===== src/verilog/chan_mux_pkg.sv =====
package chan_mux_pkg;

	localparam int          ADDR_W       = 7;
	localparam int          BYTE_W       = 8;
	localparam int          NUM_PAIRS    = 4;
	localparam logic [3:0]  BIT_COUNT    = 4'h8;
	localparam logic [3:0]  CNT_ZERO     = 4'h0;
	localparam logic [3:0]  CNT_ONE      = 4'h1;
	localparam logic [7:0]  CTRL_RESET   = 8'h00;
	localparam logic [6:0]  ADDR_DEFAULT = 7'h70;
	localparam int          EN_BIT       = 2;
	localparam int          SEL_LSB      = 0;
	localparam int          SEL_MSB      = 1;
	localparam int          RW_BIT       = 0;
	localparam int          MSB_BIT      = 7;

	typedef enum logic [2:0] {
		S_IDLE     = 3'b000,
		S_ADDR     = 3'b001,
		S_ADDR_ACK = 3'b010,
		S_WR_DATA  = 3'b011,
		S_WR_ACK   = 3'b100,
		S_RD_DATA  = 3'b101,
		S_RD_ACK   = 3'b110
	} serial_state_t;

	// Bit 2 enables a connection, bits 1:0 pick the pair; upper bits never matter.
	function automatic logic [NUM_PAIRS-1:0] sel_decode(input logic [BYTE_W-1:0] ctrl);
		logic [NUM_PAIRS-1:0] onehot;
		onehot = '0;
		if (ctrl[EN_BIT]) begin
			onehot[ctrl[SEL_MSB:SEL_LSB]] = 1'b1;
		end
		return onehot;
	endfunction : sel_decode

endpackage : chan_mux_pkg


===== src/verilog/line_sync.sv =====
`timescale 1ns/1ps
`default_nettype none

module line_sync #(
	parameter int WIDTH = 1
) (
	input  wire logic             i_clk,
	input  wire logic             i_arst_n,
	input  wire logic             i_ce,
	input  wire logic [WIDTH-1:0] i_async,
	output logic      [WIDTH-1:0] o_sync
);

	logic [WIDTH-1:0] meta_q;
	logic [WIDTH-1:0] sync_q;

	// Lines idle high, so the chain resets high to avoid a false edge at release.
	always_ff @(posedge i_clk or negedge i_arst_n) begin
		if (!i_arst_n) begin
			meta_q <= '1;
			sync_q <= '1;
		end else if (i_ce) begin
			meta_q <= i_async;
			sync_q <= meta_q;
		end
	end

	assign o_sync = sync_q;

endmodule : line_sync
`default_nettype wire


===== src/verilog/chan_mux_ctrl.sv =====
// Function
// - Write starts with matching address and direction zero; address byte is acknowledged.
// - Each byte following the address is taken as the control byte; bits 2:0 select.
// - Bits 7 to 3 of the control byte never affect pair selection.
// - Any number of written bytes accepted; the last before STOP counts.
// - A new selection connects nothing until the following STOP condition.
// - Read address with direction one is acknowledged, then control byte is driven.
// - Control byte repeats while the master acknowledges; a NACK ends the read.
// - No limit on the number of bytes returned in one read.
// - Readback bits 2:0 show the channel set by the latest write.
// - Bit 2 enables; bits 1:0 pick one pair; at most one connected.
// - Reset clears control byte, idles the state machine, disconnects all pairs.
`timescale 1ns/1ps
`default_nettype none

module chan_mux_ctrl
	import chan_mux_pkg::*;
#(
	parameter logic [ADDR_W-1:0] SLAVE_ADDR = ADDR_DEFAULT
) (
	input  wire logic                 i_clk,
	input  wire logic                 i_arst_n,
	input  wire logic                 i_ce,
	input  wire logic                 i_scl,
	input  wire logic                 i_sda,
	output logic                      o_sda_out,
	output logic                      o_sda_oe_n,
	output logic [NUM_PAIRS-1:0]      o_pair_connect,
	output logic [BYTE_W-1:0]         o_channel_select
);

	logic                 scl_s;
	logic                 sda_s;
	logic                 scl_q;
	logic                 sda_q;
	serial_state_t        state_q;
	serial_state_t        state_d;
	logic [3:0]           cnt_q;
	logic [3:0]           cnt_d;
	logic [BYTE_W-1:0]    shift_q;
	logic [BYTE_W-1:0]    shift_d;
	logic                 drive_q;
	logic                 drive_d;
	logic                 ack_q;
	logic                 ack_d;
	logic [BYTE_W-1:0]    pending_q;
	logic [BYTE_W-1:0]    pending_d;
	logic                 pending_vld_q;
	logic                 pending_vld_d;
	logic [BYTE_W-1:0]    channel_select_q;
	logic [NUM_PAIRS-1:0] pair_connect_q;

	line_sync #(.WIDTH(2)) u_sync (
		.i_clk    (i_clk),
		.i_arst_n (i_arst_n),
		.i_ce     (i_ce),
		.i_async  ({i_scl, i_sda}),
		.o_sync   ({scl_s, sda_s})
	);

	wire scl_rise  = i_ce & scl_s & ~scl_q;
	wire scl_fall  = i_ce & ~scl_s & scl_q;
	wire start_evt = i_ce & scl_s & scl_q & sda_q & ~sda_s;
	wire stop_evt  = i_ce & scl_s & scl_q & ~sda_q & sda_s;
	wire byte_done = (cnt_q == BIT_COUNT);
	wire addr_hit  = (shift_q[BYTE_W-1:1] == SLAVE_ADDR);
	wire rw_read   = shift_q[RW_BIT];

	always_comb begin
		state_d       = state_q;
		cnt_d         = cnt_q;
		shift_d       = shift_q;
		drive_d       = drive_q;
		ack_d         = ack_q;
		pending_d     = pending_q;
		pending_vld_d = pending_vld_q;
		if (start_evt) begin
			state_d = S_ADDR;
			cnt_d   = CNT_ZERO;
			drive_d = 1'b0;
		end else if (stop_evt) begin
			state_d       = S_IDLE;
			drive_d       = 1'b0;
			pending_vld_d = 1'b0;
		end else if (scl_rise) begin
			case (state_q)
				S_ADDR, S_WR_DATA: begin
					shift_d = {shift_q[BYTE_W-2:0], sda_s};
					cnt_d   = cnt_q + CNT_ONE;
				end
				S_RD_DATA: begin
					cnt_d = cnt_q + CNT_ONE;
				end
				S_RD_ACK: begin
					ack_d = ~sda_s;
				end
				default: begin
					cnt_d = cnt_q;
				end
			endcase
		end else if (scl_fall) begin
			case (state_q)
				S_ADDR: begin
					if (byte_done) begin
						state_d = addr_hit ? S_ADDR_ACK : S_IDLE;
						drive_d = addr_hit;
					end
				end
				S_ADDR_ACK: begin
					cnt_d = CNT_ZERO;
					if (rw_read) begin
						state_d = S_RD_DATA;
						drive_d = ~channel_select_q[MSB_BIT];
						shift_d = {channel_select_q[BYTE_W-2:0], 1'b0};
					end else begin
						state_d = S_WR_DATA;
						drive_d = 1'b0;
					end
				end
				S_WR_DATA: begin
					if (byte_done) begin
						pending_d     = shift_q;
						pending_vld_d = 1'b1;
						state_d       = S_WR_ACK;
						drive_d       = 1'b1;
					end
				end
				S_WR_ACK: begin
					state_d = S_WR_DATA;
					cnt_d   = CNT_ZERO;
					drive_d = 1'b0;
				end
				S_RD_DATA: begin
					if (byte_done) begin
						state_d = S_RD_ACK;
						drive_d = 1'b0;
					end else begin
						drive_d = ~shift_q[MSB_BIT];
						shift_d = {shift_q[BYTE_W-2:0], 1'b0};
					end
				end
				S_RD_ACK: begin
					if (ack_q) begin
						state_d = S_RD_DATA;
						cnt_d   = CNT_ZERO;
						drive_d = ~channel_select_q[MSB_BIT];
						shift_d = {channel_select_q[BYTE_W-2:0], 1'b0};
					end else begin
						state_d = S_IDLE;
					end
				end
				default: begin
					state_d = S_IDLE;
				end
			endcase
		end
	end

	always_ff @(posedge i_clk or negedge i_arst_n) begin
		if (!i_arst_n) begin
			scl_q         <= 1'b1;
			sda_q         <= 1'b1;
			state_q       <= S_IDLE;
			cnt_q         <= CNT_ZERO;
			shift_q       <= CTRL_RESET;
			drive_q       <= 1'b0;
			ack_q         <= 1'b0;
			pending_q     <= CTRL_RESET;
			pending_vld_q <= 1'b0;
		end else if (i_ce) begin
			scl_q         <= scl_s;
			sda_q         <= sda_s;
			state_q       <= state_d;
			cnt_q         <= cnt_d;
			shift_q       <= shift_d;
			drive_q       <= drive_d;
			ack_q         <= ack_d;
			pending_q     <= pending_d;
			pending_vld_q <= pending_vld_d;
		end
	end

	always_ff @(posedge i_clk or negedge i_arst_n) begin
		if (!i_arst_n) begin
			channel_select_q <= CTRL_RESET;
			pair_connect_q   <= '0;
		end else if (stop_evt && pending_vld_q) begin
			channel_select_q <= pending_q;
			pair_connect_q   <= sel_decode(pending_q);
		end
	end

	// The line is open drain: the pad only ever pulls low.
	assign o_sda_out        = 1'b0;
	assign o_sda_oe_n       = ~drive_q;
	assign o_pair_connect   = pair_connect_q;
	assign o_channel_select = channel_select_q;
endmodule : chan_mux_ctrl
`default_nettype wire


===== config.mk =====
export PLATFORM = sky130hd
export DESIGN_NAME = chan_mux_ctrl
export DESIGN_NICKNAME = d
export VERILOG_FILES = /design/src/verilog/chan_mux_pkg.sv /design/src/verilog/line_sync.sv /design/src/verilog/chan_mux_ctrl.sv
export SDC_FILE = /design/constraint.sdc
export NUM_CORES = 1
export LEC_CHECK = 0
export BUFFER_PORTS_ARGS = -buffer_cell sky130_fd_sc_hd__buf_2
export CAP_MARGIN = 30
export CORE_AREA = 10 10 73 75
export CTS_BUF_LIST = sky130_fd_sc_hd__clkbuf_2 sky130_fd_sc_hd__clkbuf_4 sky130_fd_sc_hd__clkbuf_8
export CTS_CLUSTER_DIAMETER = 30
export CTS_CLUSTER_SIZE = 16
export DETAILED_ROUTE_END_ITERATION = 8
export DIE_AREA = 0 0 83 85
export PLACE_DENSITY = 0.89
export SLEW_MARGIN = 20
export SYNTH_ARGS = -nofsm -noshare
export SYNTH_HDL_FRONTEND = slang
export SYNTH_SLANG_ARGS = --single-unit

===== constraint.sdc =====
create_clock -name i_clk -period 2.32 [get_ports i_clk]
set_clock_uncertainty 0.15 [all_clocks]
set_input_delay 0.232 -clock i_clk [delete_from_list [all_inputs] [get_ports i_clk]]
set_output_delay 0.232 -clock i_clk [all_outputs]
set_load 0.005 [all_outputs]

==> metrics <==
Max clock buf depth 2; Max Freq 458.0 MHz; number of I/O pins 19; Critical Path AT 2.22 ns; final hold slack 0.01710 ns; Hold Path Stages 2; EDFF count, synth 0; CTS tree built; Worst Hold End u_sync.meta_q[0]; maxcap violations 0; GPL Wtd Cong 0.9264; Crit. End Element flop; Async SR Flop Fraction 100.0%; gr ovfl total 0; layout cells sized above 1 34.91%; Fillers 324; Row Count 23; Register Area 1109 sq um; Slew HR 56.92%; most frequent cell after synthesis dfrtp_1; #FFs+latches synth 44; HPWL after DPL 3357 um; Area contributors post-synth dfrtp_1, mux2_2, dfstp_2; Mapped Avg Cell Area 11.12 sq um; H-tree depth 2; setup ws final 0.1364 ns; via count 1,665; endpoints failing hold 0; die span in x 83 um; pin count of the biggest net entering global routing 26; Synthesized Nets 212; yosys warns 0; I/O Buffers 17; Finished Core Util 65.44%; WL/cell 16.70 um; status complete, no violations; vias in the first global route 1,642; die footprint 7055 sq um; leak pwr 1.209 nW; # resized after CTS 0; worst min-delay path category in -> reg; Place WS 0.1750 ns; hold path start i_sda; Post-CTS Setup Inserts 0; Slew @ Worst Pin 0.6376 ns; area occupied by multi-input gates 1101 sq um; RSZ-0062 raised after global routing no; max-slew violation count 0; CTS root buf clkbuf_8; Critical Path RT 2.35 ns; TritonCTS buffer count 5; TNS Setup 0 ns; Yosys cell types 47; die height 85 um; mapped cell area 2280 sq um; drt pass-1 iters 4; final net count 238; ys flop type dfrtp_1; diodes inserted 0; RR Startpoint cnt_q[0]; CTS clock-pin slew for the worst setup and hold paths 0.08 ns; Gate Count Post-Synth 205; remaining routing DRC violations 0; top cell type's share of synthesized area 41.71%; FF-to-FF setup slack 0.14 ns; antenna viol nets, final 0; # setup viols final 0; register area share after synthesis 48.63%; CP Launch Type flop; crit share post-route 94.12%; CP Max Fanout 7; clk sinks 44; Core Footprint 3914 sq um; R2R depth 7; Initial Util 58.25%; Peak VDD IR 0.5392 mV; area delta synth->final 12.35%; Worst Path Class, Setup reg -> reg; clock latency at the later pin of the worst-skew pair 0.30 ns; wire length of the first global-routing pass 8010 um; GRT Total Usage 13.51%; final critical-path required period 2.184 ns; initial antenna violation count 0; drt first-iter violations 205; CTS Hold Bufs 1; area leader, netlist dfrtp_1; final wirelength 4708 um; synth cell count leaders dfrtp_1, mux2_2, nand2_1, o21ai_0, nor2_1; pwr/cell area 657.9 nW/um^2; RR Endpoint shift_q[6]; drt via density 5.904
[area by class of cell]
class / count / share of cell area [%]
inverter: 6 / 0.8793
timing repair buffer: 28 / 6.644
sequential: 44 / 43.28
tap: 50 / 2.443
clock inverter: 2 / 0.5374
multi-input combinational: 146 / 42.99
clock buffer: 6 / 3.224
[report_power, final]
| group | internal (W) | leakage, nW | switching [W] | total [W] |
|---|---|---|---|---|
| registers | 0.000818 | 0.590 | 0.0000698 | 0.000888 |
| clock network | 0.000243 | 0.0516 | 0.000263 | 0.000506 |
| logic | 0.000137 | 0.568 | 0.000155 | 0.000291 |
[layout by cell type, fill, tap and decap left out, types with 7 or more instances in the layout]
cell | Yosys | routed
mux2_2 | 25 | 25
nor2_1 | 10 | 10
buf_2 | 2 | 17
o21ai_0 | 14 | 14
buf_4 | 1 | 10
dfrtp_1 | 38 | 38
mux2_4 | 7 | 7
nand2b_1 | 8 | 8
nand2_1 | 21 | 21
[worst max-delay path: stages, from the launching register on]
cell and delay [ns]:
dfrtp_1 0.42, inv_1 0.06, ha_1 0.20, and3b_1 0.24
a211o_1 0.30, o21ai_2 0.19, nand3_4 0.18, mux2_4 0.34
[cell families (layout without fill, tap and decap cells)]
kind of cell,count (synthesis),count (layout),share of synthesized area [%]
and+or+nand+nor,64,64,15.92
AOI/OAI and AO/OA,45,45,13.23
DFF,44,44,48.63
muxes,34,34,17.89
buffers and inverters,15,42,3.074
adders and majority gates,2,2,1.098
other,1,1,0.1645
[stage by stage]
stage,instances,power [W],instance area (sq um)
after floorplan,205,0.001094,2280
after global placement,273,0.001167,2455
after detailed placement,273,0.001183,2455
after CTS,282,0.001688,2561
after global routing,282,0.001761,2561
final,282,0.001685,2561
[state kept, by name, indices dropped and copies added, names as in the netlist]
signal / cells
pending_vld_q: 1
o_channel_select: 8
sda_q: 1
scl_q: 1
ack_q: 1
pending_q: 8
drive_q: 1
shift_q: 8
u_sync.o_sync: 2
u_sync.meta_q: 2
cnt_q: 4
o_pair_connect: 4
state_q: 3
[how the worst max path moves through the flow]
stage / startpoint / endpoint / depth (start not counted)
5_1_grt: cnt_q[0] / pending_q[5] / 6
4_1_cts: cnt_q[0] / shift_q[5] / 7
2_1_floorplan: u_sync.o_sync[1] / shift_q[2] / 5
3_5_place_dp: cnt_q[0] / shift_q[7] / 7
6_report: cnt_q[0] / shift_q[6] / 7
3_3_place_gp: cnt_q[0] / shift_q[3] / 7
[layer usage]
metal	up-vias	part of all wire [%]	track usage, %
li1	790	-	-
met1	801	42	16.50
met2	66	49	22.54
met3	8	6.6	3.155
met4	0	1.7	5.263
met5	-	0	0
Note: power is estimated with default switching activity, not from simulation.
